<file path="config.mk">
export PLATFORM = sky130hd
export DESIGN_NAME = external_pin_interrupts
export DESIGN_NICKNAME = d
export VERILOG_FILES = /design/src/ext_irq_pkg.sv /design/src/external_pin_interrupts.sv /design/src/pin_sync.sv
export SDC_FILE = /design/constraint.sdc
export NUM_CORES = 1
export LEC_CHECK = 0
export ABC_AREA = 1
export BUFFER_PORTS_ARGS = -buffer_cell sky130_fd_sc_hd__buf_2
export CORE_ASPECT_RATIO = 1.1
export CORE_UTILIZATION = 30
export DETAILED_ROUTE_END_ITERATION = 10
export PLACE_DENSITY = 0.57
export RECOVER_POWER = 50
export SLEW_MARGIN = 20
export SYNTH_ARGS = -nofsm -noshare
export SYNTH_HDL_FRONTEND = slang
export SYNTH_SLANG_ARGS = --single-unit
</file>
<file path="constraint.sdc">
create_clock -name pclk -period 2.35 [get_ports pclk]
set_input_delay 0.47 -clock pclk [delete_from_list [all_inputs] [get_ports pclk]]
set_output_delay 0.47 -clock pclk [all_outputs]
set_load 0.05 [all_outputs]
</file>
<file path="src/ext_irq_pkg.sv">
`default_nettype none
package ext_irq_pkg;

  // register indices; byte address on the bus is four times the index
  localparam logic [7:0] IDX_ENABLE_MASK = 8'h3B;
  localparam logic [7:0] IDX_FLAGS = 8'h3C;
  localparam logic [7:0] IDX_SENSE = 8'h3D;
  localparam logic [7:0] IDX_MASK_HIGH = 8'h3E;
  localparam logic [7:0] IDX_MASK_LOW = 8'h3F;
  localparam logic [7:0] IDX_STATUS_WORD = 8'h40;

  // width of the index field and the byte-lane shift that turns it into an address
  localparam int IDX_W = 8;
  localparam int ADDR_W = 12;
  localparam int LANE_SHIFT = 2;

  // bit positions in interrupt_enable_mask and interrupt_flags
  localparam int BIT_EXT = 6;
  localparam int BIT_GROUP_HIGH_EN = 5;
  localparam int BIT_GROUP_LOW_EN = 4;
  localparam int BIT_GROUP_HIGH_FLAG = 1;
  localparam int BIT_GROUP_LOW_FLAG = 0;

  // global interrupt enable position in core_status_word
  localparam int BIT_GLOBAL_EN = 7;

  // implemented-bit masks; everything else reads zero
  localparam logic [7:0] ENABLE_MASK_RW = 8'h70;
  localparam logic [7:0] FLAGS_RW = 8'h43;
  localparam logic [7:0] SENSE_RW = 8'h03;
  localparam logic [7:0] MASK_HIGH_RW = 8'h0F;
  localparam logic [7:0] MASK_LOW_RW = 8'hFF;
  localparam logic [7:0] STATUS_WORD_RW = 8'h80;

  // reset values
  localparam logic [7:0] RESET_BYTE = 8'h00;

  // pin counts
  localparam int N_PC = 12;
  localparam int N_LOW = 8;
  localparam int N_HIGH = 4;

  // sense-control encodings
  localparam logic [1:0] SENSE_LOW_LEVEL = 2'h0;
  localparam logic [1:0] SENSE_ANY_CHANGE = 2'h1;
  localparam logic [1:0] SENSE_FALLING = 2'h2;
  localparam logic [1:0] SENSE_RISING = 2'h3;

  // vector addresses presented to the core
  localparam logic [15:0] VEC_NONE = 16'h0000;
  localparam logic [15:0] VEC_EXT = 16'h0001;
  localparam logic [15:0] VEC_GROUP_LOW = 16'h0002;
  localparam logic [15:0] VEC_GROUP_HIGH = 16'h0003;

endpackage
`default_nettype wire

</file>
<file path="src/external_pin_interrupts.sv">
// Design decision made here: the APB slave port.
`timescale 1ns/1ns
`default_nettype none
// Behaviour
// - interrupts fire even when pins drive outputs
// - group low requests on enabled pins 7:0 toggling
// - group high requests on enabled pins 11:8 toggling
// - pin-change detection clockless, wakes any sleep
// - level mode requests while pin stays low
// - pin edges detected only with io clock
// - low-level detection clockless, wakes any sleep
// - level gone before wake: no interrupt
// - sense field 00 low,01 any,10 fall,11 rise
// - pin sampled first; longer-than-clock pulses caught
// - mask bit 6 with global enables pin
// - mask bits 5,4 enable groups with global
// - reserved mask and flag bits read zero
// - flag 6 sets on trigger, clears vector/write-one
// - flag 6 reads zero in level mode
// - flags 1,0 set on group change, clear likewise
// - pin mask bit works only with group enable
// - vectors 0x0001 pin, 0x0002 low, 0x0003 high
module external_pin_interrupts (
  input wire logic pclk,
  input wire logic presetn,
  // apb slave
  input wire logic psel,
  input wire logic penable,
  input wire logic pwrite,
  input wire logic [31:0] paddr,
  input wire logic [31:0] pwdata,
  input wire logic [3:0] pstrb,
  output logic [31:0] prdata,
  output logic pready,
  output logic pslverr,
  // pins, sampled as seen on the pad whatever their direction
  input wire logic ext_irq_pin,
  input wire logic [11:0] pin_change_input,
  // io clock running; edge sensing stalls while low
  input wire logic io_clk_en,
  // core side
  input wire logic vector_ack,
  output logic irq_req,
  output logic [15:0] irq_vector,
  output logic wake_req
);

  // whole state of the block
  typedef struct packed {
    logic [7:0] enable_mask; // bits 6..4 live
    logic [1:0] sense_control; // trigger selection for the pin
    logic ext_pin_flag; // sticky pin event
    logic group_high_flag; // sticky group high event
    logic group_low_flag; // sticky group low event
    logic [3:0] mask_high; // per-pin enables for 11:8
    logic [7:0] mask_low; // per-pin enables for 7:0
    logic global_en; // global interrupt flag of the core
    logic ext_prev; // last sampled pin level for edges
    logic [11:0] pc_prev; // last sampled pin-change levels
    logic primed; // history valid after first sample
    logic pready; // apb answer
    logic [31:0] prdata; // apb read data
    logic pslverr; // apb error answer
    logic irq_req; // request to the core
    logic [15:0] irq_vector; // vector being requested
    logic wake_req; // wake request to sleep control
  } state_s;

  state_s cur_ff;
  state_s nxt_ff;

  // sizes derived from the package for the index field, the synchroniser and the address padding
  localparam int IDX_W_L = ext_irq_pkg::IDX_W;
  // the dedicated pin rides on top of the pin-change bank in one synchroniser
  localparam int EXT_POS = ext_irq_pkg::N_PC;
  localparam int SYNC_W = ext_irq_pkg::N_PC + 1;
  // zero padding between the register index and the full byte address
  localparam int PAD_W = ext_irq_pkg::ADDR_W - IDX_W_L;

  logic [12:0] pins_raw; // pins before synchronising
  logic [12:0] pins_sync; // pins after two flops
  logic ext_now; // synchronised dedicated pin
  logic [11:0] pc_now; // synchronised pin-change inputs

  // combinational helpers, derived from the current state, the synchronised pins, io_clk_en and the bus;
  // none of them is registered, so every output still comes from a flop
  logic access; // apb access phase
  logic commit; // edge where the transfer completes
  logic [IDX_W_L-1:0] reg_idx; // decoded register index
  logic hit; // address maps to a register
  logic [7:0] wbyte; // write data low byte
  logic wr_lane; // low byte lane enabled
  logic [7:0] rd_byte; // read mux result
  logic ext_edge; // edge event on the pin per sense mode
  logic level_mode; // sense control selects low level
  logic level_active; // enabled low level present
  logic [11:0] pc_change; // per-pin toggle, masked
  logic low_event; // any enabled toggle in 7:0
  logic high_event; // any enabled toggle in 11:8
  logic ext_set; // set for the pin flag
  logic low_set; // set for group low flag
  logic high_set; // set for group high flag
  logic ext_pend; // pin request pending
  logic low_pend; // group low request pending
  logic high_pend; // group high request pending

  // both pin paths cross into pclk through one synchroniser bank;
  // one shared bank keeps the crossing uniform, at the cost of two cycles
  // of latency on every pin event; pulses shorter than one clock may be lost
  assign pins_raw = {ext_irq_pin, pin_change_input};

  pin_sync #(
    .WIDTH(SYNC_W)
  ) pin_sync_i (
    .pclk(pclk),
    .presetn(presetn),
    .pins(pins_raw),
    .pins_sync(pins_sync)
  );

  assign ext_now = pins_sync[EXT_POS];
  assign pc_now = pins_sync[EXT_POS-1:0];

  // byte address of a register from its index
  // the shift stays inside the address width for every index in use
  function automatic logic [ext_irq_pkg::ADDR_W-1:0] reg_addr(input logic [7:0] idx);
    reg_addr = {{PAD_W{1'b0}}, idx} << ext_irq_pkg::LANE_SHIFT;
  endfunction

  // true when the bus address names the given register
  // a full compare, so aliases and unaligned byte addresses never hit
  function automatic logic addr_is(input logic [31:0] a, input logic [7:0] idx);
    addr_is = (a == {{(32 - ext_irq_pkg::ADDR_W){1'b0}}, reg_addr(idx)});
  endfunction

  // apb decode; unaligned or unknown addresses get an error answer
  // a single fixed wait state keeps read data registered; the slave never
  // stalls longer, so a master needs no timeout of its own for this block
  always_comb begin
    access = psel && penable;
    commit = access && cur_ff.pready;
    reg_idx = paddr[ext_irq_pkg::LANE_SHIFT +: IDX_W_L];
    hit = addr_is(paddr, ext_irq_pkg::IDX_ENABLE_MASK)
       || addr_is(paddr, ext_irq_pkg::IDX_FLAGS)
       || addr_is(paddr, ext_irq_pkg::IDX_SENSE)
       || addr_is(paddr, ext_irq_pkg::IDX_MASK_HIGH)
       || addr_is(paddr, ext_irq_pkg::IDX_MASK_LOW)
       || addr_is(paddr, ext_irq_pkg::IDX_STATUS_WORD);
    wbyte = pwdata[7:0];
    wr_lane = pstrb[0];
  end

  // read mux; unused bits held at zero by the masks
  // reserved bits are forced here rather than trusted to stored values
  always_comb begin
    rd_byte = ext_irq_pkg::RESET_BYTE;
    if (!hit) begin
      rd_byte = ext_irq_pkg::RESET_BYTE;
    end else if (reg_idx == ext_irq_pkg::IDX_ENABLE_MASK) begin
      rd_byte = cur_ff.enable_mask & ext_irq_pkg::ENABLE_MASK_RW;
    end else if (reg_idx == ext_irq_pkg::IDX_FLAGS) begin
      rd_byte = ext_irq_pkg::RESET_BYTE;
      rd_byte[ext_irq_pkg::BIT_EXT] = cur_ff.ext_pin_flag;
      rd_byte[ext_irq_pkg::BIT_GROUP_HIGH_FLAG] = cur_ff.group_high_flag;
      rd_byte[ext_irq_pkg::BIT_GROUP_LOW_FLAG] = cur_ff.group_low_flag;
    end else if (reg_idx == ext_irq_pkg::IDX_SENSE) begin
      rd_byte = {6'h00, cur_ff.sense_control};
    end else if (reg_idx == ext_irq_pkg::IDX_MASK_HIGH) begin
      rd_byte = {4'h0, cur_ff.mask_high};
    end else if (reg_idx == ext_irq_pkg::IDX_MASK_LOW) begin
      rd_byte = cur_ff.mask_low;
    end else begin
      rd_byte = ext_irq_pkg::RESET_BYTE;
      rd_byte[ext_irq_pkg::BIT_GLOBAL_EN] = cur_ff.global_en;
    end
  end

  // event detection on the synchronised pins
  // history is primed once after reset so levels present at release are
  // not mistaken for changes; the enables are all clear at that point,
  // which covers the cycles while the synchroniser still fills
  always_comb begin
    level_mode = (cur_ff.sense_control == ext_irq_pkg::SENSE_LOW_LEVEL);
    // edges only advance while the io clock runs
    ext_edge = 1'b0;
    if (io_clk_en && cur_ff.primed) begin
      case (cur_ff.sense_control)
        ext_irq_pkg::SENSE_ANY_CHANGE: ext_edge = (ext_now != cur_ff.ext_prev);
        ext_irq_pkg::SENSE_FALLING: ext_edge = cur_ff.ext_prev && !ext_now;
        ext_irq_pkg::SENSE_RISING: ext_edge = !cur_ff.ext_prev && ext_now;
        default: ext_edge = 1'b0;
      endcase
    end
    // live level, never latched, so a level that vanishes leaves nothing
    level_active = level_mode && !ext_now
                && cur_ff.enable_mask[ext_irq_pkg::BIT_EXT];
    // toggle per pin, masked by pin and group enables
    pc_change = (pc_now ^ cur_ff.pc_prev) & {12{cur_ff.primed}};
    pc_change[7:0] = pc_change[7:0] & cur_ff.mask_low
                   & {8{cur_ff.enable_mask[ext_irq_pkg::BIT_GROUP_LOW_EN]}};
    pc_change[11:8] = pc_change[11:8] & cur_ff.mask_high
                    & {4{cur_ff.enable_mask[ext_irq_pkg::BIT_GROUP_HIGH_EN]}};
    low_event = |pc_change[7:0];
    high_event = |pc_change[11:8];
    // pin direction plays no part: a driven pin loops back through its pad
    ext_set = ext_edge && !level_mode;
    low_set = low_event;
    high_set = high_event;
  end

  // request qualification with enables and the global flag
  // flags are kept even with the global flag clear, so software can poll
  // them and a request appears as soon as the global flag is set again
  always_comb begin
    ext_pend = cur_ff.global_en && cur_ff.enable_mask[ext_irq_pkg::BIT_EXT]
            && (level_active || (cur_ff.ext_pin_flag && !level_mode));
    low_pend = cur_ff.global_en && cur_ff.group_low_flag
            && cur_ff.enable_mask[ext_irq_pkg::BIT_GROUP_LOW_EN];
    high_pend = cur_ff.global_en && cur_ff.group_high_flag
             && cur_ff.enable_mask[ext_irq_pkg::BIT_GROUP_HIGH_EN];
  end

  // next-state logic
  // order matters below: bus writes, then vector clears, then event sets,
  // then the level-mode override, each one able to overrule the last
  always_comb begin
    nxt_ff = cur_ff;

    // history for edge and toggle comparison
    nxt_ff.primed = 1'b1;
    nxt_ff.pc_prev = pc_now;
    if (io_clk_en || !cur_ff.primed) begin
      nxt_ff.ext_prev = ext_now;
    end

    // one wait state: data registered in the first access cycle
    nxt_ff.pready = access && !cur_ff.pready;
    if (access && !cur_ff.pready) begin
      nxt_ff.prdata = {24'h000000, pwrite ? ext_irq_pkg::RESET_BYTE : rd_byte};
      nxt_ff.pslverr = !hit;
    end else if (commit) begin
      nxt_ff.pslverr = 1'b0;
    end

    // register writes take effect on the completing edge
    // only the low byte lane carries a register; a write without it is
    // acknowledged but changes nothing, so wide stores cannot half-land
    if (commit && pwrite && hit && wr_lane) begin
      if (reg_idx == ext_irq_pkg::IDX_ENABLE_MASK) begin
        nxt_ff.enable_mask = wbyte & ext_irq_pkg::ENABLE_MASK_RW;
      end else if (reg_idx == ext_irq_pkg::IDX_SENSE) begin
        nxt_ff.sense_control = wbyte[1:0] & ext_irq_pkg::SENSE_RW[1:0];
      end else if (reg_idx == ext_irq_pkg::IDX_MASK_HIGH) begin
        nxt_ff.mask_high = wbyte[3:0] & ext_irq_pkg::MASK_HIGH_RW[3:0];
      end else if (reg_idx == ext_irq_pkg::IDX_MASK_LOW) begin
        nxt_ff.mask_low = wbyte & ext_irq_pkg::MASK_LOW_RW;
      end else if (reg_idx == ext_irq_pkg::IDX_STATUS_WORD) begin
        nxt_ff.global_en = wbyte[ext_irq_pkg::BIT_GLOBAL_EN];
      end else if (reg_idx == ext_irq_pkg::IDX_FLAGS) begin
        // write one to clear
        if (wbyte[ext_irq_pkg::BIT_EXT]) begin
          nxt_ff.ext_pin_flag = 1'b0;
        end
        if (wbyte[ext_irq_pkg::BIT_GROUP_HIGH_FLAG]) begin
          nxt_ff.group_high_flag = 1'b0;
        end
        if (wbyte[ext_irq_pkg::BIT_GROUP_LOW_FLAG]) begin
          nxt_ff.group_low_flag = 1'b0;
        end
      end
    end

    // vectoring clears the flag of the vector that was presented
    // the core acknowledges what it saw on the last edge, so the clear
    // follows the vector shown now, not the one about to be shown
    if (vector_ack && cur_ff.irq_req) begin
      if (cur_ff.irq_vector == ext_irq_pkg::VEC_EXT) begin
        nxt_ff.ext_pin_flag = 1'b0;
      end else if (cur_ff.irq_vector == ext_irq_pkg::VEC_GROUP_LOW) begin
        nxt_ff.group_low_flag = 1'b0;
      end else if (cur_ff.irq_vector == ext_irq_pkg::VEC_GROUP_HIGH) begin
        nxt_ff.group_high_flag = 1'b0;
      end
    end

    // sets come last so an event in the clearing cycle survives
    if (ext_set) begin
      nxt_ff.ext_pin_flag = 1'b1;
    end
    if (low_set) begin
      nxt_ff.group_low_flag = 1'b1;
    end
    if (high_set) begin
      nxt_ff.group_high_flag = 1'b1;
    end
    // level mode keeps the pin flag cleared whatever happened above
    if (nxt_ff.sense_control == ext_irq_pkg::SENSE_LOW_LEVEL) begin
      nxt_ff.ext_pin_flag = 1'b0;
    end

    // fixed priority: lowest vector address wins
    // a lower source held pending starves the others until it is served
    nxt_ff.irq_req = ext_pend || low_pend || high_pend;
    if (ext_pend) begin
      nxt_ff.irq_vector = ext_irq_pkg::VEC_EXT;
    end else if (low_pend) begin
      nxt_ff.irq_vector = ext_irq_pkg::VEC_GROUP_LOW;
    end else if (high_pend) begin
      nxt_ff.irq_vector = ext_irq_pkg::VEC_GROUP_HIGH;
    end else begin
      nxt_ff.irq_vector = ext_irq_pkg::VEC_NONE;
    end

    // wake needs no io clock and ignores the global flag;
    // limitation: this model still sees it through the pclk synchroniser
    nxt_ff.wake_req = level_active || low_event || high_event;
  end

  // single state register
  // reset clears every field, which leaves the pin in level mode, disabled
  always_ff @(posedge pclk or negedge presetn) begin
    if (!presetn) begin
      cur_ff <= '0;
    end else begin
      cur_ff <= nxt_ff;
    end
  end

  // outputs straight from flops
  // no logic between state and pins, so outputs never glitch
  assign prdata = cur_ff.prdata;
  assign pready = cur_ff.pready;
  assign pslverr = cur_ff.pslverr;
  assign irq_req = cur_ff.irq_req;
  assign irq_vector = cur_ff.irq_vector;
  assign wake_req = cur_ff.wake_req;

endmodule
`default_nettype wire

</file>
<file path="src/pin_sync.sv">
`timescale 1ns/1ns
`default_nettype none
// two-stage synchroniser for a bundle of asynchronous pins
module pin_sync #(
  parameter int WIDTH = 13
) (
  input wire logic pclk,
  input wire logic presetn,
  input wire logic [WIDTH-1:0] pins,
  output logic [WIDTH-1:0] pins_sync
);

  typedef struct packed {
    logic [WIDTH-1:0] meta; // first stage, read only by the second
    logic [WIDTH-1:0] stable; // second stage, safe for logic
  } sync_s;

  sync_s cur_ff;
  sync_s nxt_ff;

  // shift the pins through both stages
  always_comb begin
    nxt_ff = cur_ff;
    nxt_ff.meta = pins;
    nxt_ff.stable = cur_ff.meta;
  end

  // constants only under reset
  always_ff @(posedge pclk or negedge presetn) begin
    if (!presetn) begin
      cur_ff <= '0;
    end else begin
      cur_ff <= nxt_ff;
    end
  end

  assign pins_sync = cur_ff.stable;

endmodule
`default_nettype wire
</file>
; Word-level counts from Yosys, hierarchy flattened
; Index checks and enable logic that the tools add are counted.
; Widths: inputs -> output; s select.
[op_classes]
add_sub_neg = 0
n_mul = 0
div = 0
magnitude_cmp = 0
eq_ne = 19
shifts = 0
mux = 40
n_bitwise = 10
n_reduce_logical = 46
[ops]
columns = cell, count
row1 = $eq 32x8->1 const B, 5
row2 = $mux 8, 8
row3 = $eq 8x6->1 const B, 5
row4 = $mux 18, 2
row5 = $eq 16x2->1 const B, 2
row6 = $eq 32x9->1 const B, 1
row7 = $logic_and 1x1->1, 20
row8 = $and 8x8->8, 2
row9 = $eq 16x1->1 const B, 1
row10 = $mux 1, 16
row11 = $mux 16, 1
row12 = $mux 3, 5
row13 = $and 12x12->12, 1
row14 = $xor 12x12->12, 1
row15 = $logic_or 1x1->1, 11
row16 = $mux 2, 5
row17 = $mux 9, 1
row18 = $and 4x4->4, 2
row19 = $eq 8x7->1 const B, 1
row20 = $reduce_or 8->1, 1
row21 = $logic_not 1->1, 6
row22 = $reduce_and 6->1, 1
row23 = $reduce_and 5->1, 1
row24 = $eq 2x2->1 const B, 2
row25 = 10 further kinds, 14
[totals]
regBits = 89
latch_bits = 0
ramBits = 0
rom_bits = 0
in_bits = 88
out_inout_bits = 52
elab_cells = 134
mem_count = 0

; Depth between registers and ports, before layout
[depth]
ltp_word = 15
ltp_mapped = 11
depth_no_buf = 11

; Cells and area by module
; Synthesis repeated with hierarchy kept, for this count alone.
[hier_totals]
hier_cells = 407
area_unflattened_um2 = 3701.0
[modules_own_cells]
columns = mod, n_inst, cells_per_inst, area_each_um2, seq_area_each_um2
row1 = external_pin_interrupts, 1, 368, 2952.8, 1226.2
row2 = pin_sync, 1, 39, 748.2, 650.6

; Worst setup path after synthesis
; Ideal clock, no wire load.
[synth_path]
path_type = register -> register
from = register cur_ff (netlist bit pready)
to = register cur_ff[73] (netlist bit)
t_arrival_ps = 1682
t_required_ps = 2232
slack_ps = 549
stages_incl_launch_ff = 9
path_buffers = 1
synth_period_minus_slack_ps = 1801
cell_sequence = dfrtp_1 > nand3_1 > nor2_1 > inv_2 > nor2_8 > nand2_4 > buf_6 > nand2_2 > o21ai_2
[synth_via]
elab_chain_len = 5
[synth_lines]
columns = item, line_no
row1 = start: declaration, external_pin_interrupts.sv:69  ; state_s cur_ff;
row2 = start signal: assignment, external_pin_interrupts.sv:325  ; cur_ff <= nxt_ff;
row3 = $logic_and 1x1->1, external_pin_interrupts.sv:141  ; commit = access && cur_ff.pready;
row4 = $logic_and 1x1->1 (3 in series), external_pin_interrupts.sv:248  ; if (commit && pwrite && hit && wr_lane) begin
row5 = $reduce_and 5->1 (no source line), --
; Every way passes these cells.
; A chain may end at the register's enable or synchronous reset.

==> Implementation_results.wiki <==
{| class="wikitable"
! Metric !! Value
|-
| H-tree level count || 3
|-
| Post-synthesis average cell area || 9.167 um^2
|-
| TritonCTS Buffers || 9
|-
| Outcome || finished, final reports clean
|-
| Leakage || around 2.3 nW
|-
| Worst clock skew on the final layout || 0.006768 ns
|-
| ANT nets after route || 0
|-
| Post-Place Cells || about 610
|-
| Boundary Pins || 140
|-
| Post-route DRC || 0
|-
| Data arrival time of the critical path || 1.76 ns
|-
| Clock transition at the register clock pins on the worst setup and hold paths after CTS || 0.06 ns
|-
| Power per cell area || 728.0 nW/um^2
|-
| Max Slew Vio Count || 0
|-
| Number of global-route vias before repair || 2529
|-
| Count of port buffers added during placement || 74
|-
| Worst Path Max Fanout || 6
|-
| Slew at the pin with the worst max-slew slack || ~1.2 ns
|-
| Cells along the critical path || buf_2, nor2_1, nand3b_4, nor2_1, nand4_1, nand2_1, nand2_1, a21oi_1
|-
| Post-synthesis cell type with the largest combined area || dfrtp_1
|-
| CP Launch Type || primary input
|-
| Worst Setup Path Type || in -> reg
|-
| Area share of the largest cell type after synthesis || 52.23%
|-
| Leading post-synthesis cells by cell area || dfrtp_1 52%, buf_4 10%, nand2_1 7.2%
|-
| Area of the core || 11590 um^2
|-
| Combined area of all synthesized cells || 3593 um^2
|-
| Hold buffer count at CTS || 0
|-
| DR vias/cell || 4.182
|-
| Largest net degree at the start of global routing || 57
|-
| Antenna violations before repair || 0
|-
| Multi-input gate area || ~1300 um^2
|-
| Top achievable clock speed || 0.6658 GHz
|-
| CP required || 2.60 ns
|-
| Worst hold slack after final layout || 0.2444 ns
|-
| CTS tree || built
|-
| DRT Wirelength || 7.405 mm
|-
| Synth Warn # || 0
|-
| Endpoint kind of the worst setup timing path || register
|-
| Unrepaired setup endpoints after global routing || no
|-
| Slew HR || between 10% and 20%
|-
| GRT Residual Overflow || 0
|-
| Post-synthesis sequential area ratio || 52.23%
|-
| TNS Setup || 0 ns
|-
| Clock insertion delay at the later pin of the skew report || 0.33 ns
|-
| Post-route design area || 4273 um^2
|-
| Nets@finish || 557
|-
| Horizontal die dimension || 106.4 um
|-
| Most instantiated library cell after synthesis || dfrtp_1
|-
| Most used flip-flop cell after synthesis || dfrtp_1
|-
| Initial Utilization || 31.00%
|-
| Commonest cells post-synth || 75 x dfrtp_1, 69 x nand2_1, 48 x buf_4
|-
| Worst VDD drop || around 0.43 mV
|-
| Number of clock sinks || 75
|-
| Fill cell count || 1172
|-
| Cell with the largest stage delay on the worst path || nor2_1
|-
| Global-route wire length before repair || 12.09 mm
|-
| Clock Tree Buf Depth || 2
|-
| GR Util All Layers || 12.91%
|-
| Final Core Density || 36.86%
|-
| Post-route clock period utilization || 63.91%
|-
| Number of placement rows || slightly above 40
|-
| Length of the first detailed-routing pass in iterations || 4
|-
| Max-cap viol count || 0
|-
| Final count of hold timing violations || 0
|-
| Register Area || 1877 um^2
|-
| Critical path buffer and inverter count || 1
|-
| Wirelength per Cell || between 10 and 15 um
|-
| Setup violation total in the final timing report || 0
|-
| Fraction of synthesis flops using an asynchronous set or reset pin || 100.0%
|-
| Placement Cell Area || 3946 um^2
|-
| Die extent in y || 116.8 um
|-
| Post-Synthesis Cells || 392
|-
| Hold/Removal Path Class || in -> reg
|-
| Estimated wirelength of the detail-placed design || 5.838 mm
|-
| Routability congestion estimate from global placement || between 0.8 and 0.9
|-
| Total design power || 3.111 mW
|-
| Setup bufs post-CTS || 0
|-
| DIE AREA || 12420 um^2
|-
| Worst reg2reg setup slack || 0.93 ns
|-
| Final period demand of the worst path || 1.502 ns
|-
| Post-layout worst setup margin || 0.8481 ns
|-
| Post-synthesis to final-layout area growth || 18.91%
|-
| Clock tree root driver cell || clkbuf_16
|-
| Diodes inserted || 0
|-
| Share of post-route cells with drive strength above 1 || between 20% and 30%
|-
| Count of flip-flops with a built-in enable after synthesis || 0
|-
| Drt initial violations || 149
|-
| Highest cell delay on the worst timing path || 0.33 ns
|-
| Worst slack, placed || between 0.4 and 0.5 ns
|-
| CTS-repair resized insts || 0
|-
| Cell class contributing the biggest share of worst-path delay || simple AND/OR/NAND/NOR gates
|-
| Synthesized flop and latch total || 75
|-
| Post-route insts no fill || 622
|-
| Via count || roughly 2600
|-
| Synth cell types || 34
|}
[placed cells by master, fill, tap and decap left out, types with 12 or more instances in the layout]
master / instances
a21oi_1: 15
buf_2: 73
conb_1: 39
dfrtp_1: 75
inv_1: 43
nand2_1: 69
nand3_1: 19
nor2_1: 35
o21ai_0: 15
o21ai_1: 12
[metal layers]
layer	vias to the layer above	share of wire (%)	track usage, %
li1	1325	-	-
met1	1164	44	15.14
met2	102	48	22.25
met3	10	6.0	4.042
met4	0	1.6	4.907
met5	-	0	0
[cells by family (layout without fill, tap and decap cells)]
family | count (synthesis) | after routing | synth area share [%]
compound gates | 65 | 65 | 10.86
fa+ha+maj | 2 | 2 | 0.6963
buf+inv | 95 | 138 | 15.15
flops | 75 | 75 | 52.23
other cells | 2 | 39 | 0.2090
simple gates | 153 | 153 | 20.86
[layout make-up]
cell class | count | area share (%)
Inverter | 46 | 4.041
Clock buffer | 11 | 5.681
Tap cell | 150 | 4.392
Sequential cell | 75 | 43.92
Multi-Input combinational cell | 259 | 30.69
Clock inverter | 5 | 1.991
Timing Repair Buffer | 76 | 9.283
[sequential cells by signal, indices dropped and copies added, names as in the netlist]
register              count
cur_ff                   35
pin_sync_i.cur_ff        13
pin_sync_i.pins_sync     13
prdata                    8
irq_vector                2
irq_req                   1
pready                    1
pslverr                   1
wake_req                  1
[final timing paths]
check,start,to,cells after the start
setup / recovery,paddr[8],cur_ff[81],8
hold / removal,pin_change_input[7],pin_sync_i.cur_ff[20],1
setup reg to reg,pready,cur_ff[90],7
hold reg to reg,pin_sync_i.cur_ff[24],pin_sync_i.pins_sync[11],0
max in group asynchronous,presetn,pin_sync_i.cur_ff[23],2
min in group asynchronous,presetn,pin_sync_i.cur_ff[18],1
[where the power goes]
group | switching, mW | internal [mW] | leakage [nW]
Clock | 0.514 | 0.964 | 0.156
Sequential | 0.0194 | 1.33 | 0.921
Combinational | 0.225 | 0.0581 | 1.18
(Power assumes the default switching activity.)
